<file path="config.mk">
export PLATFORM = sky130hd
export DESIGN_NAME = tcc_timer_channel
export DESIGN_NICKNAME = d
export VERILOG_FILES = /design/src/tcc_pkg.sv /design/src/tcc_timer_channel.sv
export SDC_FILE = /design/constraint.sdc
export NUM_CORES = 1
export LEC_CHECK = 0
export BUFFER_PORTS_ARGS = -buffer_cell sky130_fd_sc_hd__buf_2
export CAP_MARGIN = 20
export CORE_AREA = 4 4 80 82
export CTS_CLUSTER_DIAMETER = 120
export DETAILED_ROUTE_END_ITERATION = 6
export DIE_AREA = 0 0 84 86
export PLACE_DENSITY = 0.79
export SKIP_LAST_GASP = 1
export SYNTH_ARGS = -nofsm -noshare
export SYNTH_HDL_FRONTEND = slang
export SYNTH_SLANG_ARGS = --single-unit
</file>
<file path="constraint.sdc">
create_clock -name clk_i -period 2.9 [get_ports clk_i]
set_input_delay 0.145 -clock clk_i [delete_from_list [all_inputs] [get_ports clk_i]]
set_output_delay 0.145 -clock clk_i [all_outputs]
set_load 0.1 [all_outputs]
</file>
<file path="src/tcc_pkg.sv">
// Package with constants and types for the timer channel
package tcc_pkg;
  localparam logic [2:0]  PRESCALE_DIV1     = 3'h0;
  localparam logic [1:0]  EDGE_RISING       = 2'h0;
  localparam logic [2:0]  CLEAR_ON_REG_B    = 3'h2;
  localparam logic [3:0]  PIN_TOGGLE_LOW    = 4'h3;
  localparam logic [3:0]  PIN_CAPTURE_BOTH  = 4'hA;
  localparam logic [3:0]  MODE_NORMAL       = 4'h0;
  localparam logic [7:0]  SRC_REG_B_EVENT   = 8'h16;
  localparam logic [7:0]  SRC_OVERFLOW      = 8'h19;
  localparam logic [15:0] PROTECT_KEY_OPEN  = 16'hA502;
  localparam logic [15:0] PROTECT_KEY_CLOSE = 16'hA500;
  localparam logic [15:0] COUNTER_RST       = 16'h0000;
  localparam logic [15:0] REG_B_RST         = 16'h0000;
  localparam logic        STOP_RST          = 1'b1;
  localparam logic        PIN_LEVEL_RST     = 1'b0;
  localparam logic [15:0] COUNTER_MAX       = 16'hFFFF;

  typedef struct packed {
    logic [2:0] prescale_select;
    logic [2:0] prescale_select_ext;
    logic [1:0] count_edge_select;
    logic [2:0] counter_clear_select;
    logic [3:0] pin_control_reg_b;
    logic [3:0] channel_mode_field;
    logic       reg_b_buffer_select;
    logic       sync_operation_bit;
    logic       pin_output_enable;
    logic       reg_b_irq_enable;
    logic       overflow_irq_enable;
  } tcc_cfg_t;

  typedef struct packed {
    logic [15:0] key;
    logic        key_wr;
    logic        stop_value;
    logic        stop_wr;
  } tcc_stop_req_t;

  typedef struct packed {
    logic reg_b_event_request;
    logic overflow_request;
    logic vector_210_request;
    logic vector_211_request;
  } tcc_req_t;
endpackage

</file>
<file path="src/tcc_timer_channel.sv">
// Single 16-bit timer channel with toggle compare and both-edge capture on register B
`timescale 1ns/1ps
`default_nettype none

module tcc_timer_channel (
  input  wire logic                   clk_i,                 // 250 MHz clock
  input  wire logic                   rst_b_i,               // Async reset, active low
  input  wire tcc_pkg::tcc_cfg_t      cfg_i,                 // Channel configuration
  input  wire tcc_pkg::tcc_stop_req_t stop_req_i,            // Protect key and stop bit writes
  input  wire logic                   reg_write_enable_i,    // Register write access enable
  input  wire logic                   count_start_bit_i,     // Count start
  input  wire logic                   counter_wr_i,          // Counter write strobe
  input  wire logic [15:0]            counter_wdata_i,       // Counter write data
  input  wire logic                   reg_b_wr_i,            // Register B write strobe
  input  wire logic [15:0]            reg_b_wdata_i,         // Register B write data
  input  wire logic [7:0]             sel_210_i,             // Vector 210 source selector
  input  wire logic [7:0]             sel_211_i,             // Vector 211 source selector
  input  wire logic                   timer_pin_b_i,         // Pin input level
  output logic                        timer_pin_b_o,         // Pin output level
  output logic                        timer_pin_b_oe_o,      // Pin output enable
  output logic                        timer_module_stop_o,   // Module stop state
  output logic [15:0]                 channel_counter_o,     // Counter value
  output logic [15:0]                 general_reg_b_o,       // Register B value
  output tcc_pkg::tcc_req_t           req_o                  // Request pulses
);
  import tcc_pkg::*;

  // ----------------------------------------
  // Module stop and protection
  // ----------------------------------------
  logic protect_open_ff, nxt_protect_open;
  logic stop_ff, nxt_stop;

  always_comb begin
    nxt_protect_open = protect_open_ff;
    nxt_stop         = stop_ff;
    // Key values other than the open and close keys leave protection as it is
    if (stop_req_i.key_wr) begin
      if (stop_req_i.key == PROTECT_KEY_OPEN) begin
        nxt_protect_open = 1'b1;
      end else if (stop_req_i.key == PROTECT_KEY_CLOSE) begin
        nxt_protect_open = 1'b0;
      end
    end
    // Stop bit only changes while protection is open
    if (stop_req_i.stop_wr && protect_open_ff) begin
      nxt_stop = stop_req_i.stop_value;
    end
  end

  always_ff @(posedge clk_i or negedge rst_b_i) begin
    if (!rst_b_i) begin
      protect_open_ff <= 1'b0;
      stop_ff         <= STOP_RST;
    end else begin
      protect_open_ff <= nxt_protect_open;
      stop_ff         <= nxt_stop;
    end
  end

  // ----------------------------------------
  // Mode decode
  // ----------------------------------------
  logic count_clk_ok;
  logic toggle_mode;
  logic capture_mode;
  logic clear_on_b;
  logic run;
  logic cfg_wr_ok;

  // Only the undivided rising-edge clock and direct normal mode count here
  assign count_clk_ok = (cfg_i.prescale_select == PRESCALE_DIV1)
                     && (cfg_i.prescale_select_ext == PRESCALE_DIV1)
                     && (cfg_i.count_edge_select == EDGE_RISING)
                     && (cfg_i.channel_mode_field == MODE_NORMAL)
                     && !cfg_i.reg_b_buffer_select
                     && !cfg_i.sync_operation_bit;
  // Other pin control codes keep the pin low and capture off
  assign toggle_mode  = (cfg_i.pin_control_reg_b == PIN_TOGGLE_LOW);
  assign capture_mode = (cfg_i.pin_control_reg_b == PIN_CAPTURE_BOTH);
  assign clear_on_b   = (cfg_i.counter_clear_select == CLEAR_ON_REG_B);
  // A stopped module neither counts nor accepts counter or register B writes
  assign run          = count_start_bit_i && !stop_ff && count_clk_ok;
  assign cfg_wr_ok    = reg_write_enable_i && !stop_ff;

  // ----------------------------------------
  // Pin edge detection
  // ----------------------------------------
  logic pin_prev_ff, nxt_pin_prev;
  logic pin_seen_ff, nxt_pin_seen;
  logic pin_edge;

  // No edge until one real sample is held, so a pin idling high gives no false edge after reset
  assign nxt_pin_prev = timer_pin_b_i;
  assign nxt_pin_seen = 1'b1;
  assign pin_edge     = pin_seen_ff && (pin_prev_ff != timer_pin_b_i);

  always_ff @(posedge clk_i or negedge rst_b_i) begin
    if (!rst_b_i) begin
      pin_prev_ff <= PIN_LEVEL_RST;
      pin_seen_ff <= 1'b0;
    end else begin
      pin_prev_ff <= nxt_pin_prev;
      pin_seen_ff <= nxt_pin_seen;
    end
  end

  // ----------------------------------------
  // Counter, register B and pin output
  // ----------------------------------------
  logic [15:0] cnt_ff, nxt_cnt;
  logic [15:0] reg_b_ff, nxt_reg_b;
  logic        pin_out_ff, nxt_pin_out;
  logic        ev_b_ff, nxt_ev_b;
  logic        ovf_ff, nxt_ovf;
  logic        match;
  logic        capture;

  assign match   = run && toggle_mode && (cnt_ff == reg_b_ff);
  assign capture = run && capture_mode && pin_edge;

  always_comb begin
    nxt_cnt     = cnt_ff;
    nxt_reg_b   = reg_b_ff;
    nxt_pin_out = pin_out_ff;
    nxt_ev_b    = 1'b0;
    nxt_ovf     = 1'b0;
    // Capture beats a software write so no measurement is lost
    if (capture) begin
      nxt_reg_b = cnt_ff;
      nxt_ev_b  = 1'b1;
    end else if (cfg_wr_ok && reg_b_wr_i) begin
      nxt_reg_b = reg_b_wdata_i;
    end
    // Pin is held low outside toggle mode so it starts low on entry
    if (!toggle_mode) begin
      nxt_pin_out = 1'b0;
    end else if (match) begin
      nxt_pin_out = !pin_out_ff;
      nxt_ev_b    = 1'b1;
    end
    if (run) begin
      // Clear on match or capture wins over the wrap, so no overflow then
      if ((match || capture) && clear_on_b) begin
        nxt_cnt = COUNTER_RST;
      end else if (cnt_ff == COUNTER_MAX) begin
        nxt_cnt = COUNTER_RST;
        nxt_ovf = 1'b1;
      end else begin
        nxt_cnt = cnt_ff + 16'h0001;
      end
    end else if (cfg_wr_ok && counter_wr_i) begin
      nxt_cnt = counter_wdata_i;
    end
  end

  always_ff @(posedge clk_i or negedge rst_b_i) begin
    if (!rst_b_i) begin
      cnt_ff     <= COUNTER_RST;
      reg_b_ff   <= REG_B_RST;
      pin_out_ff <= PIN_LEVEL_RST;
      ev_b_ff    <= 1'b0;
      ovf_ff     <= 1'b0;
    end else begin
      cnt_ff     <= nxt_cnt;
      reg_b_ff   <= nxt_reg_b;
      pin_out_ff <= nxt_pin_out;
      ev_b_ff    <= nxt_ev_b;
      ovf_ff     <= nxt_ovf;
    end
  end

  // ----------------------------------------
  // Outputs and request routing
  // ----------------------------------------
  logic req_b;
  logic req_ovf;

  // Requests follow their enable at once; the event itself lasts one cycle
  assign req_b   = ev_b_ff && cfg_i.reg_b_irq_enable;
  assign req_ovf = ovf_ff && cfg_i.overflow_irq_enable;

  // A stopped module never drives the pin
  assign timer_pin_b_o       = pin_out_ff;
  assign timer_pin_b_oe_o    = cfg_i.pin_output_enable && toggle_mode && !stop_ff;
  assign timer_module_stop_o = stop_ff;
  assign channel_counter_o   = cnt_ff;
  assign general_reg_b_o     = reg_b_ff;

  // Source selector decode shared by both configurable vectors
  function automatic logic route_hit(input logic [7:0] sel,
                                     input logic       ev_b,
                                     input logic       ev_ovf);
    return ((sel == SRC_REG_B_EVENT) && ev_b) || ((sel == SRC_OVERFLOW) && ev_ovf);
  endfunction

  always_comb begin
    req_o.reg_b_event_request = req_b;
    req_o.overflow_request    = req_ovf;
    req_o.vector_210_request  = route_hit(sel_210_i, req_b, req_ovf);
    req_o.vector_211_request  = route_hit(sel_211_i, req_b, req_ovf);
  end
endmodule
`default_nettype wire

</file>
==> After elaboration in Yosys (flattened, before gate mapping) <==
Cells that the tools add are included.
Widths: inputs -> output; s select.
{ "totals": {"ff_bits": 39, "latchBits": 0, "ram_bits": 0, "mem_bits_ro": 0, "in_bits": 98, "output_inout_bits": 39, "wordCells": 79, "mem_count": 0} }
{ "classes": {"n_addsub": 1, "n_mul": 0, "div_mod_pow": 0, "order_cmp": 0, "n_eq_ne": 13, "n_shift": 0, "muxes": 16, "bitwise": 0, "reduce_logical": 40} }
{ "op_table": {"columns": ["operator", "count"], "rows": [
  ["$mux 16", 6],
  ["$eq 16x16->1 const B", 3],
  ["$eq 8x5->1 const B", 4],
  ["$logic_and 1x1->1", 25],
  ["$add 16x1->16 const B", 1],
  ["$eq 16x16->1", 1],
  ["$mux 1", 10],
  ["$logic_not 3->1", 2],
  ["$reduce_bool 2->1", 3],
  ["$eq 4x2->1 const B", 1],
  ["$eq 4x4->1 const B", 1],
  ["$logic_not 1->1", 4],
  ["$logic_not 4->1", 1],
  ["$eq 3x2->1 const B", 1],
  ["$logic_or 1x1->1", 3],
  ["$logic_not 2->1", 1],
  ["$ne 2x1->1 const B", 1],
  ["$reduce_and 2->1", 1],
  ["$ne 1x1->1", 1]
]} }

==> Depth between registers and ports, before layout <==
Gate-level depths: netlist of the first run.
{ "logic_depth": {"depth_word": 13, "depth_mapped": 8, "ltp_nobuf": 7} }

==> Worst setup path before layout of the first run <==
OpenSTA, ideal clock, no wires.
{ "synth_path": {"path_kind": "register -> register", "from": "register cnt_ff[0] (netlist: channel_counter_o[0])", "to": "register cnt_ff[7] (netlist: channel_counter_o[7])", "setup_ps": 126, "arrival_time_ps": 2672, "t_required_ps": 2774, "slack_ps": 101, "path_stages_with_launch": 8, "n_path_buf": 0, "synth_period_minus_slack_ps": 2799, "cell_sequence": "dfrtp_1 ha_1 and3_1 nand3_1 or4_1 inv_1 nor2_1 a311o_1"} }
{ "synth_via": {"elab_chain_len": 6, "word_cells_on_any_way": 9, "cone_classes": "add/sub (1); eq/ne (2); mux (3); reduce/logical (3)"} }
{ "synth_lines": {"columns": ["element", "line", "source"], "rows": [
  ["from (decl)", "tcc_timer_channel.sv:111", "logic [15:0] cnt_ff, nxt_cnt;"],
  ["from (signal assigned)", "tcc_timer_channel.sv:165", "cnt_ff <= nxt_cnt;"],
  ["branches (longest 4 deep; another with $add 16x1->16)", null, null],
  ["$mux 16 (*)", "tcc_timer_channel.sv:144", "if ((match || capture) && clear_on_b) begin"],
  ["$mux 16 (*)", "tcc_timer_channel.sv:142", "if (run) begin"]
]} }
Every way passes the cells marked *.
A chain may end at the register's enable or synchronous reset.

==> Worst setup path after layout of the first run <==
{ "layout_path": {"from": "register cnt_ff[6] (netlist: channel_counter_o[6])", "to": "register cnt_ff[7] (netlist: channel_counter_o[7])"} }
The elaborated chain is that of the path after synthesis.

==> results.ini, run 1 <==
[cells_and_area]
final_common_cell = buf_2
area_growth_pct = 32.0
diodes = 0
utilization = 0.577
drive_above_1_share = 0.381
final_cell_mix = 136 x buf_2, 38 x dfrtp_1, 28 x nand2_1
nets = 508

[critical_path]
crit_required_ns = 3.08
cp_max_fo = 18
cp_data_arrival_time_ns = 2.59
crit_type = flop to flop
cp-start-kind = flop
cp-end-kind = flop
worst-r2r-cell-count = 7

[logic_synthesis]
synthFlopType = dfrtp_1
ys_warn_count = 0
synthXorXnorAreaFrac = 0.0628
yosys.area_share.adder = 0.00499
syn_area_um2 = 2510
synthSimpleGateAreaFrac = 0.260
synthArstFlopShare = 1.00
synth_mux_area_frac = 0.0927
seq_area_frac_synth = 0.389
ys_types = 50
syn_nets = 378
synth_top_family_by_area = simple AND/OR/NAND/NOR gates
yosysTopAreaCell = dfrtp_1
syn_avg_cell_area_um2 = 9.00
synth_edf_count = 0
netlist.area_leader.share = 0.379
synthCells = 279
synth_compound_area_frac = 0.141
yosys-top-cells-area = dfrtp_1 38%, mux2i_1 8.4%, xor2_1 5.6%
synth_seq_cells = 39

[clock_tree]
numCtsBuffers = 5
cts_setup_buffers = 0
cts_max_level = 2
cts_hold_buffers = 2
cts_root_buf = clkbuf_8
cts_num_sinks = 39
clk-insertion-delay-late_ns = 0.29
post_cts_resized = 0
clockBufferDepth = 2
clk_pin_slew_ns = 0.08
cts_tree = built

[floorplan]
die_x_um = 84
num_io_pins = 137
dieArea_um2 = 7220
start_util = 0.437
core_um2 = 5750
die_h_um = 86
rows = 28

[placement]
io_buffers = 136
dp_hpwl_um = 5970
place.gp.congestion = 0.897

[sta]
skew_ns = 0.00684
slew_violations = 0
fin_crit_sh = 0.834
max_freq_ghz = 0.413
slew_headroom = 0.429
hold_viol = 0
setup_tns_ns = 0
finalSetupViolCount = 0
worstMarginPinSlew_ns = 0.857
fin_crit_ns = 2.42
rsz0062_at_grt = false

[route]
dr.pass1.iters = 5
drt-vias-per-instance = 5.48
drtIter0Drc = 159
num_vias = 2651
drc = 0
ant_nets = 0
wire_per_inst_um = 15.5
drt_wl_total_um = 7500

[global_route]
grt_remaining_overflow = 0
antenna_found_initial = 0
grt_pass1_vias = 2552
grt_first_pass_wirelength_um = 11900
track_usage = 0.203
grt_max_degree = 40

[power_and_ir_drop]
power_leakage_uw = 0.00169
p_seq_frac = 0.372
swShare = 0.483
power_switching_uw = 923
ir_worst_vdd_uv = 313
p_total_uw = 1910
intPower_uw = 989
powerDensity_nw_per_um2 = 577
clkPwrFrac = 0.196
comb_power_share = 0.432

[outcome]
status = complete, no violations

[hold_path]
hp-class = primary input to flop
whs_path_depth = 2

[job]
cap_violations = 0

==> synth_stat cells (2+ instances only) <==
| cell type | instances |
|---|---|
| nor3b_1 | 3 |
| o21ai_2 | 2 |
| nor4bb_1 | 5 |
| nor2_1 | 24 |
| a311o_1 | 3 |
| buf_4 | 4 |
| a21oi_1 | 22 |
| or3_1 | 2 |
| buf_2 | 6 |
| nor4_1 | 14 |
| a21o_1 | 2 |
| o21ai_1 | 2 |
| buf_6 | 2 |
| nor3_1 | 5 |
| xnor2_1 | 2 |
| and4_1 | 2 |
| xor2_1 | 16 |
| and3_1 | 3 |
| or4b_2 | 2 |
| clkbuf_1 | 6 |
| o21a_1 | 2 |
| nand4_1 | 5 |
| nand3_1 | 14 |
| o21ai_0 | 8 |
| a221o_1 | 4 |
| inv_1 | 3 |
| o22ai_1 | 3 |
| and2_1 | 4 |
| dfrtp_1 | 38 |
| mux2i_1 | 21 |
| mux2_2 | 2 |
| nand2_1 | 28 |
| nor4b_1 | 2 |
| o31ai_1 | 2 |
==> stage by stage <==
step	cell area, um^2	hold slack (ns)	cells	setup slack (ns)
6_report	3310	0.0838	484	0.482
5_1_grt	3310	0.0741	484	0.344
4_1_cts	3310	0.0706	484	0.505
3_5_place_dp	3210	0.285	475	0.519
3_3_place_gp	3210	0.284	475	0.570
2_1_floorplan	2510	-0.151	279	0.101
==> worst paths after layout <==
check	from	slack, ns	end
worst max-delay path	channel_counter_o[6]$_DFFE_PN0P_	0.48	channel_counter_o[7]$_DFFE_PN0P_
worst min-delay path	stop_req_i[4]	0.08	protect_open_ff$_DFFE_PN0P_
worst max register to register	channel_counter_o[6]$_DFFE_PN0P_	0.48	channel_counter_o[7]$_DFFE_PN0P_
worst min register to register	timer_pin_b_o$_DFFE_PN0P_	0.48	timer_pin_b_o$_DFFE_PN0P_
max in group asynchronous	rst_b_i	1.86	channel_counter_o[11]$_DFFE_PN0P_
min in group asynchronous	rst_b_i	0.50	channel_counter_o[1]$_DFFE_PN0P_
==> worst max-delay path: stages, from the launching register on <==
cell and delay [ns]:
dfrtp_1 0.48, xor2_1 0.20, nor4_1 0.34, nand3_1 0.25, o21ai_2 0.33, buf_4 0.28, nor2_1 0.11, a311o_1 0.31
==> cell families after synthesis <==
kind of cell,Yosys count
adders and majority gates,1
other,1
xor gates and xnor gates,18
buffers and inverters,22
DFF,39
AOI/OAI and AO/OA,55
and+or+nand+nor,120
muxes,23
==> per-layer routing <==
metal,vias up,track usage,wire length [um]
li1,1286,-,-
met1,1209,0.252,3060
met2,144,0.346,3600
met3,12,0.0548,697
met4,0,0.0643,135
met5,-,0,0
==> power groups by stage <==
| stage | clock [uW] | sequential (uW) | combinational, uW |
|---|---|---|---|
| 2_1_floorplan | 0 | 1140 | 206 |
| 3_3_place_gp | 0 | 713 | 820 |
| 3_5_place_dp | 0 | 721 | 825 |
| 4_1_cts | 388 | 710 | 829 |
| 5_1_grt | 415 | 724 | 865 |
| 6_report | 375 | 712 | 825 |
==> sequential cells by signal, summed over array words and instances (netlist names) <==
| signal | flops |
|---|---|
| timer_pin_b_o | 1 |
| pin_prev_ff | 1 |
| ovf_ff | 1 |
| protect_open_ff | 1 |
| channel_counter_o | 16 |
| pin_seen_ff | 1 |
| general_reg_b_o | 16 |
| timer_module_stop_o | 1 |
| ev_b_ff | 1 |
==> area by class of cell <==
class / count / area (um^2)
tap: 75 / 93.8
timing repair buffer: 142 / 731
fill: 535 / 2430
multi-input combinational: 218 / 1410
sequential: 39 / 977
clock buffer: 6 / 82.6
inverter: 3 / 11.3
clock inverter: 1 / 5.00
Power figures use the tool's default switching activity.
==> run 2, diff against run 1 <==
ABC_AREA = 1   (was not set)
CORE_AREA = 4 4 82 84   (was 4 4 80 82)
DIE_AREA = 0 0 86 88   (was 0 0 84 86)
PLACE_DENSITY = 0.8   (was 0.79)
clock period = 2.34 ns   (was 2.9 ns; I/O delays follow)
==> results.ini, run 2 <==
[critical_path]
cp-start-kind = primary input
crit_required_ns = 2.52  ; -0.56 ns
regToRegEndpoint = ovf_ff$_DFF_PN0_
crit_type = primary input to flop
cp_data_arrival_time_ns = 2.06  ; -0.53 ns
critPathLaunch = timer_pin_b_i
cp-endpoint = ovf_ff$_DFF_PN0_
worst-r2r-cell-count = 9  ; +2
cp_max_fo = 17  ; -1
r2r_start = timer_module_stop_o$_DFFE_PN1P_
rrSetupSlack_ns = 0.49  ; about the same
cp-end-kind = flop

[clock_tree]
cts_setup_buffers = 0  ; unchanged
cts_max_level = 2  ; unchanged
clockBufferDepth = 2  ; unchanged
post_cts_resized = 0  ; unchanged
cts_num_sinks = 39  ; unchanged
numCtsBuffers = 5  ; unchanged
cts_tree = built
clk_pin_slew_ns = 0.07  ; about the same
cts_root_buf = clkbuf_8
clk-insertion-delay-late_ns = 0.30  ; about the same

[route]
wire_per_inst_um = 14.3  ; -7.6%
drt_wl_total_um = 8560  ; +14%
drtIter0Drc = 119  ; -25%
ant_nets = 0  ; unchanged
drt-vias-per-instance = 5.22  ; -4.7%
drc = 0  ; unchanged
num_vias = 3120  ; +18%
dr.pass1.iters = 4  ; -1

[cells_and_area]
drive_above_1_share = 0.384  ; +0.00290
area_growth_pct = 30.5
final_common_cell = buf_2
nets = 622  ; +22%
utilization = 0.611  ; +0.0339
diodes = 0  ; unchanged
final_cell_mix = 136 x buf_2, 79 x nand2_1, 55 x nor2_1

[logic_synthesis]
syn_area_um2 = 2770  ; +10%
synth_common_cells = 79 x nand2_1, 55 x nor2_1, 41 x inv_1
synth_seq_cells = 39  ; unchanged
seq_area_frac_synth = 0.353  ; -0.0364
synthCells = 387  ; +39%
synth_edf_count = 0  ; unchanged
syn_avg_cell_area_um2 = 7.15  ; -20%
post-synth-top-count-cell = nand2_1
synthArstFlopShare = 1.00  ; unchanged
ys_warn_count = 0  ; unchanged
syn_nets = 486  ; +29%
synthFlopType = dfrtp_1
ys_types = 38  ; -24%
yosys-top-cells-area = dfrtp_1 34%, nand2_1 11%, nor2_1 7.5%
yosysTopAreaCell = dfrtp_1
netlist.area_leader.share = 0.343  ; -0.0354

[power_and_ir_drop]
p_total_uw = 3160  ; +65%
powerDensity_nw_per_um2 = 874  ; +52%
power_leakage_uw = 0.00191  ; +13%
ir_worst_vdd_uv = 436  ; +39%

[sta]
rsz0062_at_grt = false
finalSetupViolCount = 0  ; unchanged
fin_crit_sh = 0.802
fin_crit_ns = 1.88
hold_viol = 0  ; unchanged
slew_violations = 0  ; unchanged
slew_headroom = 0.377  ; -0.0513
setup_tns_ns = 0  ; unchanged
skew_ns = 0.00723  ; +0.000391 ns
max_freq_ghz = 0.533
worstMarginPinSlew_ns = 0.934  ; +0.0769 ns
timing.final.ws_setup_ns = 0.463  ; -0.0189 ns

[floorplan]
die_x_um = 86  ; +2.4%
rows = 28  ; unchanged
die_h_um = 88  ; +2.3%
core_um2 = 5920  ; +3.0%
num_io_pins = 137  ; unchanged
dieArea_um2 = 7570  ; +4.8%
start_util = 0.468  ; +0.0308

[global_route]
grt_first_pass_wirelength_um = 13600  ; +15%
grt_max_degree = 40  ; unchanged
track_usage = 0.223  ; +0.0199
antenna_found_initial = 0  ; unchanged
grt_pass1_vias = 2956  ; +16%
grt_remaining_overflow = 0  ; unchanged

[placement]
dp_hpwl_um = 6790  ; +14%
io_buffers = 136  ; unchanged
place.gp.congestion = 0.874  ; -2.6%
dp_slack_ns = 0.523  ; +0.00391 ns

[job]
cap_violations = 0  ; unchanged

[outcome]
status = complete, no violations

[hold_path]
hp-class = primary input to flop

[run 2: what timing repair did]
action                                 4_1_cts  5_1_grt
hold buffers                                 2        0
endpoints found under the hold margin       39        0
setup endpoints to repair                    0        0
[run 2: power breakdown]
part	switching (uW)	internal, uW	total (uW)	leakage, uW
combinational	1380	351	1730	0.00142
sequential	182	802	983	0.000457
clock	238	206	444	0.0000383
[run 2: worst min-delay path by stage]
| stage | startpoint | endpoint | slack, ns | cells after the start |
|---|---|---|---|---|
| after floorplan | rst_b_i | channel_counter_o[0]$_DFFE_PN0P_ | -0.18 | 0 |
| after global placement | timer_pin_b_i | pin_prev_ff$_DFF_PN0_ | 0.26 | 1 |
| after detailed placement | timer_pin_b_i | pin_prev_ff$_DFF_PN0_ | 0.26 | 1 |
| after CTS | reg_b_wdata_i[9] | general_reg_b_o[9]$_DFFE_PN0P_ | 0.05 | 3 |
| after global routing | stop_req_i[0] | timer_module_stop_o$_DFFE_PN1P_ | 0.07 | 3 |
| final | reg_b_wdata_i[9] | general_reg_b_o[9]$_DFFE_PN0P_ | 0.05 | 3 |
[run 2: through the flow]
stage	hold WS [ns]	instances	cell area, um^2
3_5_place_dp	0.258	589	3520
3_3_place_gp	0.255	589	3520
4_1_cts	0.0499	598	3610
6_report	0.0548	598	3610
2_1_floorplan	-0.179	387	2790
5_1_grt	0.0732	598	3610
[run 2: layer usage]
layer	share of wire	vias up	wire length, um	global-route usage
met1	0.43	1452	3670	0.284
met3	0.067	9	577	0.0395
met2	0.49	116	4230	0.392
li1	-	1543	-	-
met4	0.010	0	87	0.0561
met5	0	-	0	0
[run 2: cell type report]
cell class	count	area, um^2
fillers	552	2310
multi-input cells	283	1530
flip-flops and latches	39	978
repair buffers	144	746
inverters	50	188
well taps	75	93.8
clock buffers	7	76.3
[run 2: logic make-up (layout without fill, tap and decap cells)]
family / Yosys count / count (layout) / synth area share
AOI/OAI and AO/OA: 58 / 58 / 0.141
xor gates and xnor gates: 7 / 7 / 0.0221
adders and majority gates: 1 / 1 / 0.00452
buffers and inverters: 65 / 201 / 0.100
DFF: 39 / 39 / 0.353
muxes: 1 / 1 / 0.00362
other: 1 / 1 / 0.00135
and+or+nand+nor: 215 / 215 / 0.374
[run 2: critical path, cell delays in order]
cell,delay (ns)
dlygate4sd3_1,0.53
buf_2,0.13
nand2_1,0.05
nand3b_1,0.09
nor4_2,0.30
nand2_2,0.29
nand2_4,0.17
nand2_4,0.17
nor3b_1,0.19
